`config.mk`:
```
export PLATFORM = sky130hd
export DESIGN_NAME = irq_prio_ctrl
export DESIGN_NICKNAME = d
export VERILOG_FILES = /design/src/core/fix_note_placeholder.sv /design/src/core/irq_prio_pkg.sv /design/src/core/irq_prio_resolver.sv /design/src/core/irq_prio_ctrl.sv
export SDC_FILE = /design/constraint.sdc
export NUM_CORES = 1
export LEC_CHECK = 0
export ABC_AREA = 1
export BUFFER_PORTS_ARGS = -buffer_cell sky130_fd_sc_hd__buf_2
export CAP_MARGIN = 30
export CORE_MARGIN = 4
export CORE_UTILIZATION = 60
export CTS_CLUSTER_SIZE = 28
export DETAILED_ROUTE_END_ITERATION = 7
export PLACE_DENSITY = 0.95
export SLEW_MARGIN = 30
export SYNTH_ARGS = -nofsm -noshare
export SYNTH_HDL_FRONTEND = slang
export SYNTH_HIERARCHICAL = 1
export SYNTH_SLANG_ARGS = --single-unit
```
`constraint.sdc`:
```
create_clock -name clk_in -period 31.1 [get_ports clk_in]
set_input_delay 6.22 -clock clk_in [delete_from_list [all_inputs] [get_ports clk_in]]
set_output_delay 6.22 -clock clk_in [all_outputs]
set_load 0.01 [all_outputs]
```
`src/core/fix_note_placeholder.sv`:
```
`timescale 1ns/10ps
`default_nettype none
`default_nettype wire

```
`src/core/irq_prio_pkg.sv`:
```
// constants for the interrupt priority and vector status block
// assumes one clock domain; sources, flags and enables come from local logic
//
// Contract
// code 111 is level 7, 001 level 1
// code 000 disables the source entirely
// unimplemented bits read zero, ignore writes
// reset sets every source field to 100
// serial3 transmit/receive/fault fields at 14/10/6
// serial4 fault 14-12; transmit 6-4, receive 2-0
// display field 2-0; debug field 6-4
// bit 15 flags request masked by cpu
// select set: vector shows highest pending
// select clear: vector shows last acknowledged
// bits 11-8 report new cpu level
// bits 6-0 report vector 0 to 118
// status fields read-only, reset zero, hardware-updated
// software sets nesting disable before enabling
// software writes each source priority field
// software clears flag before setting enable
// request needs enable, flag, nonzero priority
// handler clears flag or request repeats
// trap levels 8-15 are never masked
// equal levels: lowest vector number wins
package irq_prio_pkg;

    // -------------------------------------------------------------
    // register map
    // -------------------------------------------------------------
    localparam int         ADDR_W       = 3;
    localparam int         DATA_W       = 16;
    localparam logic [2:0] OFS_SERIAL3  = 3'h0;
    localparam logic [2:0] OFS_S4_FAULT = 3'h1;
    localparam logic [2:0] OFS_S4_TXRX  = 3'h2;
    localparam logic [2:0] OFS_DISPLAY  = 3'h3;
    localparam logic [2:0] OFS_DEBUG    = 3'h4;
    localparam logic [2:0] OFS_TEST     = 3'h5;

    // -------------------------------------------------------------
    // sources, in ascending vector order
    // -------------------------------------------------------------
    localparam int NUM_SRC    = 8;
    localparam int LVL_W      = 3;
    localparam int IDX_W      = 3;
    localparam int SRC_S3_ERR = 0;
    localparam int SRC_S3_RX  = 1;
    localparam int SRC_S3_TX  = 2;
    localparam int SRC_S4_ERR = 3;
    localparam int SRC_S4_RX  = 4;
    localparam int SRC_S4_TX  = 5;
    localparam int SRC_DISP   = 6;
    localparam int SRC_DBG    = 7;

    localparam logic [6:0] VEC_S3_ERR = 7'h41;
    localparam logic [6:0] VEC_S3_RX  = 7'h42;
    localparam logic [6:0] VEC_S3_TX  = 7'h43;
    localparam logic [6:0] VEC_S4_ERR = 7'h45;
    localparam logic [6:0] VEC_S4_RX  = 7'h46;
    localparam logic [6:0] VEC_S4_TX  = 7'h47;
    localparam logic [6:0] VEC_DISP   = 7'h64;
    localparam logic [6:0] VEC_DBG    = 7'h75;
    localparam logic [6:0] VEC_MAX    = 7'h76;

    // -------------------------------------------------------------
    // field positions and reset values
    // -------------------------------------------------------------
    localparam int POS_S3_TX  = 12;
    localparam int POS_S3_RX  = 8;
    localparam int POS_S3_ERR = 4;
    localparam int POS_S4_ERR = 12;
    localparam int POS_S4_TX  = 4;
    localparam int POS_S4_RX  = 0;
    localparam int POS_DISP   = 0;
    localparam int POS_DBG    = 4;
    localparam int POS_UNACK  = 15;
    localparam int POS_VSEL   = 13;
    localparam int POS_LEVEL  = 8;
    localparam int POS_VEC    = 0;

    localparam logic [2:0]  LEVEL_RESET = 3'h4;
    localparam logic [2:0]  LEVEL_OFF   = 3'h0;
    localparam logic [15:0] MASK_SERIAL3  = 16'h7770;
    localparam logic [15:0] MASK_S4_FAULT = 16'h7000;
    localparam logic [15:0] MASK_S4_TXRX  = 16'h0077;
    localparam logic [15:0] MASK_DISPLAY  = 16'h0007;
    localparam logic [15:0] MASK_DEBUG    = 16'h0070;
    localparam logic [15:0] MASK_TEST     = 16'haf7f;

endpackage : irq_prio_pkg

```
`src/core/irq_prio_resolver.sv`:
```
// highest-level pending source picker
// assumes levels are packed three bits per source, index 0 lowest
`timescale 1ns/10ps
`default_nettype none
module irq_prio_resolver
(
    // sources
    input  wire logic [7:0]  pending_in,
    input  wire logic [23:0] levels_in,
    // result
    output logic             found_out,
    output logic [2:0]       level_out,
    output logic [2:0]       index_out
);

    // -------------------------------------------------------------
    // scan
    // -------------------------------------------------------------
    always_comb
    begin
        found_out = 1'b0;
        level_out = irq_prio_pkg::LEVEL_OFF;
        index_out = 3'h0;
        for (int i = 0; i < irq_prio_pkg::NUM_SRC; i++)
        begin
            // strict compare keeps the lower index on a tie
            if (pending_in[i] && (!found_out ||
                levels_in[i*3 +: 3] > level_out))
            begin
                found_out = 1'b1;
                level_out = levels_in[i*3 +: 3];
                index_out = 3'(i);
            end
        end
    end

endmodule : irq_prio_resolver
`default_nettype wire

```
`src/core/irq_prio_ctrl.sv`:
```
// priority fields, request logic and test/status register
// assumes flags, enables, traps and cpu acknowledge share clk_in
`timescale 1ns/10ps
`default_nettype none
module irq_prio_ctrl
(
    // clock and reset
    input  wire logic        clk_in,
    input  wire logic        reset_in,
    input  wire logic        ce_in,
    // register port
    input  wire logic [2:0]  addr_in,
    input  wire logic [15:0] wdata_in,
    input  wire logic        wr_in,
    input  wire logic        rd_in,
    output logic [15:0]      rdata_out,
    // sources
    input  wire logic [7:0]  flag_in,
    input  wire logic [7:0]  enable_in,
    input  wire logic        trap_req_in,
    input  wire logic [3:0]  trap_level_in,
    input  wire logic [6:0]  trap_vector_in,
    // cpu
    input  wire logic [3:0]  cpu_level_in,
    input  wire logic        ack_in,
    output logic             irq_out,
    output logic [3:0]       irq_level_out,
    output logic [6:0]       irq_vector_out
);

    // -------------------------------------------------------------
    // helpers
    // -------------------------------------------------------------
    function automatic logic [6:0] vector_of(input logic [2:0] idx);
        logic [6:0] v;
        v = irq_prio_pkg::VEC_S3_ERR;
        case (idx)
            3'h1: v = irq_prio_pkg::VEC_S3_RX;
            3'h2: v = irq_prio_pkg::VEC_S3_TX;
            3'h3: v = irq_prio_pkg::VEC_S4_ERR;
            3'h4: v = irq_prio_pkg::VEC_S4_RX;
            3'h5: v = irq_prio_pkg::VEC_S4_TX;
            3'h6: v = irq_prio_pkg::VEC_DISP;
            3'h7: v = irq_prio_pkg::VEC_DBG;
            default: v = irq_prio_pkg::VEC_S3_ERR;
        endcase
        return v;
    endfunction : vector_of

    function automatic logic [15:0] place(input logic [2:0] v,
                                          input int         pos);
        return 16'({13'h0, v} << pos);
    endfunction : place

    function automatic logic [15:0] mask_of(input logic [2:0] a);
        logic [15:0] m;
        m = 16'h0000;
        if (a == irq_prio_pkg::OFS_SERIAL3)
            m = irq_prio_pkg::MASK_SERIAL3;
        else if (a == irq_prio_pkg::OFS_S4_FAULT)
            m = irq_prio_pkg::MASK_S4_FAULT;
        else if (a == irq_prio_pkg::OFS_S4_TXRX)
            m = irq_prio_pkg::MASK_S4_TXRX;
        else if (a == irq_prio_pkg::OFS_DISPLAY)
            m = irq_prio_pkg::MASK_DISPLAY;
        else if (a == irq_prio_pkg::OFS_DEBUG)
            m = irq_prio_pkg::MASK_DEBUG;
        else if (a == irq_prio_pkg::OFS_TEST)
            m = irq_prio_pkg::MASK_TEST;
        return m;
    endfunction : mask_of

    // -------------------------------------------------------------
    // state
    // -------------------------------------------------------------
    logic [2:0]  level_q [8];
    logic [2:0]  level_d [8];
    logic        vsel_q;
    logic        vsel_d;
    logic        unack_q;
    logic        unack_d;
    logic [3:0]  new_level_q;
    logic [3:0]  new_level_d;
    logic [6:0]  vec_last_q;
    logic [6:0]  vec_last_d;
    logic [6:0]  vec_live_q;
    logic [6:0]  vec_live_d;
    logic        req_q;
    logic        req_d;
    logic [3:0]  lvl_q;
    logic [3:0]  lvl_d;
    logic [6:0]  vec_q;
    logic [6:0]  vec_d;
    logic [15:0] rdata_q;
    logic [15:0] rdata_d;

    logic [7:0]  pending;
    logic [23:0] levels_flat;
    logic        found;
    logic [2:0]  best_level;
    logic [2:0]  best_index;
    logic [3:0]  sel_level;
    logic [6:0]  sel_vec;
    logic        any_pending;
    logic        sel_request;

    // -------------------------------------------------------------
    // pending sources
    // -------------------------------------------------------------
    for (genvar g = 0; g < irq_prio_pkg::NUM_SRC; g++)
    begin : g_src
        assign pending[g] = flag_in[g] & enable_in[g] &
                            (level_q[g] != irq_prio_pkg::LEVEL_OFF);
        assign levels_flat[g*3 +: 3] = level_q[g];
    end

    irq_prio_resolver irq_prio_resolver_inst
    (
        .pending_in (pending),
        .levels_in  (levels_flat),
        .found_out  (found),
        .level_out  (best_level),
        .index_out  (best_index)
    );

    // -------------------------------------------------------------
    // selection against cpu level
    // -------------------------------------------------------------
    always_comb
    begin
        any_pending = trap_req_in | found;
        if (trap_req_in)
        begin
            sel_level   = trap_level_in;
            sel_vec     = trap_vector_in;
            sel_request = 1'b1;
        end
        else
        begin
            sel_level   = {1'b0, best_level};
            sel_vec     = vector_of(best_index);
            sel_request = found && ({1'b0, best_level} > cpu_level_in);
        end
    end

    // -------------------------------------------------------------
    // next state
    // -------------------------------------------------------------
    always_comb
    begin
        for (int i = 0; i < irq_prio_pkg::NUM_SRC; i++)
            level_d[i] = level_q[i];
        vsel_d     = vsel_q;
        rdata_d    = 16'h0000;
        req_d      = sel_request;
        lvl_d      = sel_level;
        vec_d      = sel_vec;
        unack_d    = any_pending && !sel_request;
        vec_live_d = any_pending ? sel_vec : 7'h00;
        new_level_d = new_level_q;
        vec_last_d = vec_last_q;
        if (ack_in && req_q)
        begin
            new_level_d = lvl_q;
            vec_last_d = vec_q;
        end
        if (wr_in)
        begin
            // bits outside the fields are dropped
            if (addr_in == irq_prio_pkg::OFS_SERIAL3)
            begin
                level_d[irq_prio_pkg::SRC_S3_TX] =
                    wdata_in[irq_prio_pkg::POS_S3_TX +: 3];
                level_d[irq_prio_pkg::SRC_S3_RX] =
                    wdata_in[irq_prio_pkg::POS_S3_RX +: 3];
                level_d[irq_prio_pkg::SRC_S3_ERR] =
                    wdata_in[irq_prio_pkg::POS_S3_ERR +: 3];
            end
            else if (addr_in == irq_prio_pkg::OFS_S4_FAULT)
                level_d[irq_prio_pkg::SRC_S4_ERR] =
                    wdata_in[irq_prio_pkg::POS_S4_ERR +: 3];
            else if (addr_in == irq_prio_pkg::OFS_S4_TXRX)
            begin
                level_d[irq_prio_pkg::SRC_S4_TX] =
                    wdata_in[irq_prio_pkg::POS_S4_TX +: 3];
                level_d[irq_prio_pkg::SRC_S4_RX] =
                    wdata_in[irq_prio_pkg::POS_S4_RX +: 3];
            end
            else if (addr_in == irq_prio_pkg::OFS_DISPLAY)
                level_d[irq_prio_pkg::SRC_DISP] =
                    wdata_in[irq_prio_pkg::POS_DISP +: 3];
            else if (addr_in == irq_prio_pkg::OFS_DEBUG)
                level_d[irq_prio_pkg::SRC_DBG] =
                    wdata_in[irq_prio_pkg::POS_DBG +: 3];
            else if (addr_in == irq_prio_pkg::OFS_TEST)
                vsel_d = wdata_in[irq_prio_pkg::POS_VSEL];
        end
        if (rd_in)
        begin
            if (addr_in == irq_prio_pkg::OFS_SERIAL3)
                rdata_d =
                    place(level_q[irq_prio_pkg::SRC_S3_TX],
                          irq_prio_pkg::POS_S3_TX) |
                    place(level_q[irq_prio_pkg::SRC_S3_RX],
                          irq_prio_pkg::POS_S3_RX) |
                    place(level_q[irq_prio_pkg::SRC_S3_ERR],
                          irq_prio_pkg::POS_S3_ERR);
            else if (addr_in == irq_prio_pkg::OFS_S4_FAULT)
                rdata_d = place(level_q[irq_prio_pkg::SRC_S4_ERR],
                                irq_prio_pkg::POS_S4_ERR);
            else if (addr_in == irq_prio_pkg::OFS_S4_TXRX)
                rdata_d =
                    place(level_q[irq_prio_pkg::SRC_S4_TX],
                          irq_prio_pkg::POS_S4_TX) |
                    place(level_q[irq_prio_pkg::SRC_S4_RX],
                          irq_prio_pkg::POS_S4_RX);
            else if (addr_in == irq_prio_pkg::OFS_DISPLAY)
                rdata_d = place(level_q[irq_prio_pkg::SRC_DISP],
                                irq_prio_pkg::POS_DISP);
            else if (addr_in == irq_prio_pkg::OFS_DEBUG)
                rdata_d = place(level_q[irq_prio_pkg::SRC_DBG],
                                irq_prio_pkg::POS_DBG);
            else if (addr_in == irq_prio_pkg::OFS_TEST)
            begin
                rdata_d[irq_prio_pkg::POS_UNACK] = unack_q;
                rdata_d[irq_prio_pkg::POS_VSEL]  = vsel_q;
                rdata_d[irq_prio_pkg::POS_LEVEL +: 4] = new_level_q;
                rdata_d[irq_prio_pkg::POS_VEC +: 7] =
                    vsel_q ? vec_live_q : vec_last_q;
            end
            rdata_d = rdata_d & mask_of(addr_in);
        end
    end

    // -------------------------------------------------------------
    // registers
    // -------------------------------------------------------------
    always_ff @(posedge clk_in)
    begin
        if (reset_in)
        begin
            for (int i = 0; i < irq_prio_pkg::NUM_SRC; i++)
                level_q[i] <= irq_prio_pkg::LEVEL_RESET;
            vsel_q     <= 1'b0;
            unack_q    <= 1'b0;
            new_level_q <= 4'h0;
            vec_last_q <= 7'h00;
            vec_live_q <= 7'h00;
            req_q      <= 1'b0;
            lvl_q      <= 4'h0;
            vec_q      <= 7'h00;
            rdata_q    <= 16'h0000;
        end
        else if (ce_in)
        begin
            for (int i = 0; i < irq_prio_pkg::NUM_SRC; i++)
                level_q[i] <= level_d[i];
            vsel_q     <= vsel_d;
            unack_q    <= unack_d;
            new_level_q <= new_level_d;
            vec_last_q <= vec_last_d;
            vec_live_q <= vec_live_d;
            req_q      <= req_d;
            lvl_q      <= lvl_d;
            vec_q      <= vec_d;
            rdata_q    <= rdata_d;
        end
    end

    assign rdata_out      = rdata_q;
    assign irq_out        = req_q;
    assign irq_level_out  = lvl_q;
    assign irq_vector_out = vec_q;
endmodule : irq_prio_ctrl
`default_nettype wire

```
After elaboration in Yosys (flattened, before gate mapping)
Memories as Yosys holds them, arrays and structs flattened.
Cells that the tools add are included.
- magnitude comparators: 8
- equality and inequality tests: 12
- mux-type cells: 73
- bitwise gates (word level): 34
- reductions and logical operators: 36
- operator list (cell ; count):
    2-to-1 mux 16 bit ; 13
    2-to-1 mux 3 bit ; 24
    case mux 6 bit (7 select lines) ; 1
    2-to-1 mux 7 bit ; 5
    2-to-1 mux 24 bit ; 1
    nonzero test 3 bit ; 8
    greater-than comparator 3 bit ; 7
    2-to-1 mux 1 bit ; 19
    equality test 3 bit (second input constant) ; 6
    AND 1 bit ; 16
    AND 16 bit ; 1
    2-to-1 mux 15 bit ; 1
    bitwise OR 15 x 11 -> 15 bit ; 1
    bitwise OR 15 x 7 -> 15 bit ; 1
    equality test 3 x 2 -> 1 bit (second input constant) ; 4
    2-to-1 mux 12 bit ; 1
    2-to-1 mux 4 bit ; 3
    2-to-1 mux 6 bit ; 2
    logical AND 1 bit ; 10
    2-to-1 mux 9 bit ; 1
    bitwise OR 1 bit ; 9
    zero test 1 bit ; 8
    AND reduction 8 bit ; 1
    logical OR 1 bit ; 7
    7 further kinds ; 13
- flip-flop bits (word level): 48
- memory bits (writable): 24
- output and inout port bits: 28
- word-level logic and storage cells: 173
- memories kept: 1
- memory list (memory ; words ; width ; rd ports ; clocked after Yosys merged registers in ; wr ports ; RTL line ; text):
    level_q ; 8 ; 3 ; 8 ; 0 ; 8 ; irq_prio_ctrl.sv:76 ; logic [2:0] level_q [8];

Depth between registers and ports, before layout
An unclocked memory read counts as a cell.
- depth in word-level cells: 37
- mapped depth: 76
- gate-level depth less buffers: 76

By module
Netlist, hierarchy kept.
- by module, submodules not included (module ; times used ; cells each ; area an instance (um^2)):
    irq_prio_ctrl ; 1 ; 394 ; 3184.3
    irq_prio_resolver ; 1 ; 173 ; 968.4

Worst setup path before layout
OpenSTA, ideal clock, no wires.
- path type: input to register
- start point: in flag_in[0]
- end point: reg req_q, in the netlist irq_out
- library setup time: 112 ps
- data arrival time: 13928 ps
- path slack: 17060 ps
- stages on the path: 71
- cell sequence: nand2_1 -> a31oi_1 -> nand2_1 -> ha_1 -> a21oi_1 -> nand2_1 -> nand2_1 -> nand2_1 -> nand2_1 -> nand2_1 -> and2_1 -> ha_1 -> a21oi_1 -> o21ai_0 -> nand2_1 -> nand2_1 -> nand2_1 -> inv_1 -> (+35 left out) -> ha_1 -> a21oi_1 -> o21ai_0 -> nand2_1 -> nand2_2 -> nand2_4 -> clkinv_2 -> nand2_1 -> nand2_1 -> ha_1 -> nand2_1 -> nand2_1 -> nand2_1 -> nand2_1 -> nand2_1 -> nand2_1 -> nand2_1 -> nand2_1
- longest elaborated chain between the ends: 34
- elaborated cells between the ends (all ways): 49
- classes of those cells: order compare (8); mux (17); bitwise (2); reduce/logical (22)
- ends and longest elaborated chain (what ; RTL line ; text):
    from (decl) ; irq_prio_ctrl.sv:18 ; input wire logic [7:0] flag_in,
    AND 1 bit * (2 in a row) ; irq_prio_ctrl.sv:112 ; assign pending[g] = flag_in[g] & enable_in[g] &
    via pending[0] ; irq_prio_ctrl.sv:97 ; logic [7:0] pending;
    2-to-1 mux 3 bit or 2-to-1 mux 1 bit (tied branches) ; irq_prio_resolver.sv:27 ; if (pending_in[i] && (!found_out ||
    greater-than comparator 3 bit or zero test 1 bit (tied branches) ; irq_prio_resolver.sv:28, irq_prio_resolver.sv:27 ;
    logical OR 1 bit ; irq_prio_resolver.sv:27 ;
    logical AND 1 bit ; irq_prio_resolver.sv:27 ;
    2-to-1 mux 3 bit or 2-to-1 mux 1 bit (tied branches) ; irq_prio_resolver.sv:27 ;
    greater-than comparator 3 bit or zero test 1 bit (tied branches) ; irq_prio_resolver.sv:28, irq_prio_resolver.sv:27 ;
    (+19 left out) ; - ;
    greater-than comparator 3 bit or zero test 1 bit (tied branches) ; irq_prio_resolver.sv:28, irq_prio_resolver.sv:27 ;
    logical OR 1 bit ; irq_prio_resolver.sv:27 ;
    logical AND 1 bit ; irq_prio_resolver.sv:27 ;
    2-to-1 mux 3 bit * ; irq_prio_resolver.sv:27 ;
    via best_level[1] ; irq_prio_ctrl.sv:100 ; logic [2:0] best_level;
    greater-than comparator 3 x 4 -> 1 bit * ; irq_prio_ctrl.sv:142 ; sel_request = found && ({1'b0, best_level} > cpu_level_in);
    logical AND 1 bit * ; irq_prio_ctrl.sv:142 ;
    2-to-1 mux 1 bit * ; irq_prio_ctrl.sv:132 ; if (trap_req_in)
    to (signal assigned) ; irq_prio_ctrl.sv:263 ; req_q <= req_d;
    to (decl) ; irq_prio_ctrl.sv:88 ; logic req_q;
Mark *: on every way through the listed nets, which the timed path passes. The rest lies on a longest branch.
A chain may end at the register's enable or synchronous reset.

Final worst setup path
Ends and elaborated chain as after synthesis.

==> flow_metrics.tcl <==
set metrics [dict create \
    die_y_um 91.20 \
    p_leak_uw 0.002402 \
    post-cts-setup-buffer-count 0 \
    track_usage_pct 27.53 \
    cts_root_buf "clkbuf_8" \
    final_cell_mix "174 x nand2_1, 79 x buf_2, 71 x inv_1" \
    whs_ns 0.4566 \
    slew_headroom_pct 50.76 \
    p_switching_uw 87.36 \
    die_area_um2 8317 \
    mostFrequentLayoutCell "nand2_1" \
    overflow 0 \
    p_int_uw 155.3 \
    slowest_stage "a31oi_1" \
    clk_transition_reported_paths_ns 0.09 \
    initial_utilization_pct 61.46 \
    synth_top_cell_by_area "dfxtp_1" \
    dr_total_vias 4148 \
    post_drt_via_cell_ratio 5.682 \
    worst-endpoint-arrival_ns 15.47 \
    ys_types 36 \
    synth-main-ff-cell "dfxtp_1" \
    min_path_type "reg2reg" \
    clk_latency_ns 0.36 \
    tightestPinTransition_ns 0.7366 \
    antenna_found_initial 0 \
    place.gp.congestion 0.9236 \
    critPathMaxStageDelay_ns 0.35 \
    cts_resized 0 \
    die_x_um 91.20 \
    crit_fanout 7 \
    syn-cell-area_um2 4153 \
    drt-total-wl_um 11220 \
    status "completed" \
    setup_viol_count_final 0 \
    drtAntennaViolNets 0 \
    power_density_nw_per_um2 50.92 \
    yosysWarningCount 6 \
    drt_iter0_drc 500 \
    cp_top_family "simple AND/OR/NAND/NOR gates" \
    combinationalPowerShare_pct 26.5 \
    n_antenna_cell 0 \
    final_cell_area_um2 4766 \
    drive_gt1_share_pct 19.85 \
    final_max_slew_viol_count 0 \
    grt_max_degree 33 \
    rows 30 \
    cts_buffers 9 \
    clock.fmax_mhz 65.75 \
    clock_path_buffers 2 \
    cap_violations 0 \
    syn_avg_cell_area_um2 7.324 \
    fin_skew_ns 0.009339 \
    hpwlAfterDp_um 8560 \
    io_buffers 79 \
    synth_edf_count 24 \
    vdd_drop_max_v 0.00003392 \
    firstDrtPassIters 5 \
    ioPinCount 85 \
    clkPwrFrac_pct 29.8 \
    grt_pass1_wl_um 18240 \
    cp-end-kind "register" \
    drc 0 \
    clock-sinks 70 \
    fin_nets 726 \
    ys_seq_area_share_pct 39.53 \
    p_seq_share_pct 43.7 \
    ys_top_cells_by_area "dfxtp_1 22%, edfxtp_1 17%, nand2_1 16%" \
    synth_nets 648 \
    rsz0062_at_grt "no" \
    holdBufCountCts 0 \
    switching_share_pct 35.99 \
    place_inst 714 \
    area_growth_pct 14.76 \
    fin_cells 730 \
    worst_path_most_repeated_cell "nand2_1" \
    synth_top_area_share_pct 22.18 \
    period_needed_ns 15.21 \
    critPathBufInv 4 \
    coreArea_um2 6756 \
    cts_tree "done" \
    worstSetupPathType "in2reg" \
    synth-seq-cells 70 \
    cts_max_level 3 \
    worstPathRequired_ns 31.36 \
    first_global_vias 3976 \
    wire_per_inst_um 15.38 \
    netlist_instances 567 \
    regToRegSetupSlack_ns 21.43 \
    fillerInstances 540 \
    place_area_um2 4579 \
    fin_crit_sh_pct 48.90 \
    setup_tns_ns 0 \
    hold_viol_final 0 \
    async_flop_share_pct 0 \
    crit_path_start_kind "input port" \
]
==> layout make-up <==
cell class / instances / area [µm²] / area share [%]
clock inverters: 7 / 62.56 / 1.313
inverters: 83 / 316.6 / 6.642
repair buffers: 80 / 402.9 / 8.454
well taps: 80 / 100.1 / 2.100
multi-input cells: 401 / 2118 / 44.45
flip-flops and latches: 70 / 1642 / 34.44
clock buffers: 9 / 123.9 / 2.599
==> registers in the layout, indices dropped and copies added (netlist names) <==
signal	flops
level_q	24
unack_q	1
vec_live_q	6
irq_vector_out	7
irq_out	1
vsel_q	1
rdata_out	15
irq_level_out	4
new_level_q	4
vec_last_q	7
==> per-stage QoR <==
step	setup slack, ns	util [%]	total power, µW
2_1_floorplan	17.06	-	151.2
3_3_place_gp	16.25	67.78	165.8
3_5_place_dp	15.75	67.78	170.1
4_1_cts	16.06	70.54	241.1
5_1_grt	14.93	70.54	256.1
6_report	15.89	70.54	242.7
==> Yosys cell counts (2+ instances only) <==
| master | n |
|---|---|
| clkinv_2 | 2 |
| inv_2 | 9 |
| a31oi_1 | 5 |
| nand3_1 | 45 |
| nor2_8 | 2 |
| edfxtp_1 | 24 |
| buf_2 | 6 |
| nand2_2 | 3 |
| inv_1 | 71 |
| and2_1 | 9 |
| clkbuf_1 | 2 |
| nand4_1 | 3 |
| buf_4 | 3 |
| o21ai_2 | 4 |
| or2_1 | 3 |
| nand2_4 | 2 |
| o21ai_0 | 51 |
| o311a_1 | 4 |
| ha_1 | 24 |
| o211ai_1 | 9 |
| nor2_1 | 26 |
| nand2_1 | 174 |
| or2_2 | 5 |
| a22o_1 | 2 |
| a21oi_1 | 22 |
| or3_4 | 2 |
| dfxtp_1 | 46 |
==> worst register-to-register path, delay by kind of cell, from the launching register on <==
kind,cells,cell delay (ns)
AND/OR/NAND/NOR,46,4.47
flip-flops,1,0.37
adder cells (fa/ha/maj),8,2.35
AO/OA/AOI/OAI,13,1.93
buffers and inverters,4,0.42
==> power by group through the flow <==
stage                     clock, µW  sequential, µW  combinational, µW
after floorplan                   0             107               44.7
after detailed placement          0             108               62.3
after global placement            0             107               58.4
after CTS                      72.2             106               63.3
after global routing           76.9             106               72.8
final                          72.4             106               64.4
==> path summary, 6_finish.rpt <==
kind / startpoint / to / cells past startpoint
min reg2reg: vec_last_q[6] / vec_last_q[6] / 2
min: vec_last_q[6] / vec_last_q[6] / 2
max: flag_in[0] / irq_out / 72
max reg2reg: level_q[0][1] / irq_out / 71
==> metal layers <==
layer / track usage (%) / vias to the layer above / share of wire [%]
li1: - / 2010 / -
met1: 33.67 / 1861 / 38
met2: 46.11 / 233 / 48
met3: 7.374 / 44 / 10
met4: 10.80 / 0 / 3.6
met5: 0 / - / 0
==> cell families after synthesis <==
kind of cell | count (synthesis) | synth area share [%]
flip-flops | 70 | 39.53
other | 1 | 0.09030
adder cells (fa/ha/maj) | 24 | 7.231
AND/OR/NAND/NOR | 277 | 29.65
buffers and inverters | 96 | 9.461
AO/OA/AOI/OAI | 99 | 14.04
(Power assumes the default switching activity.)
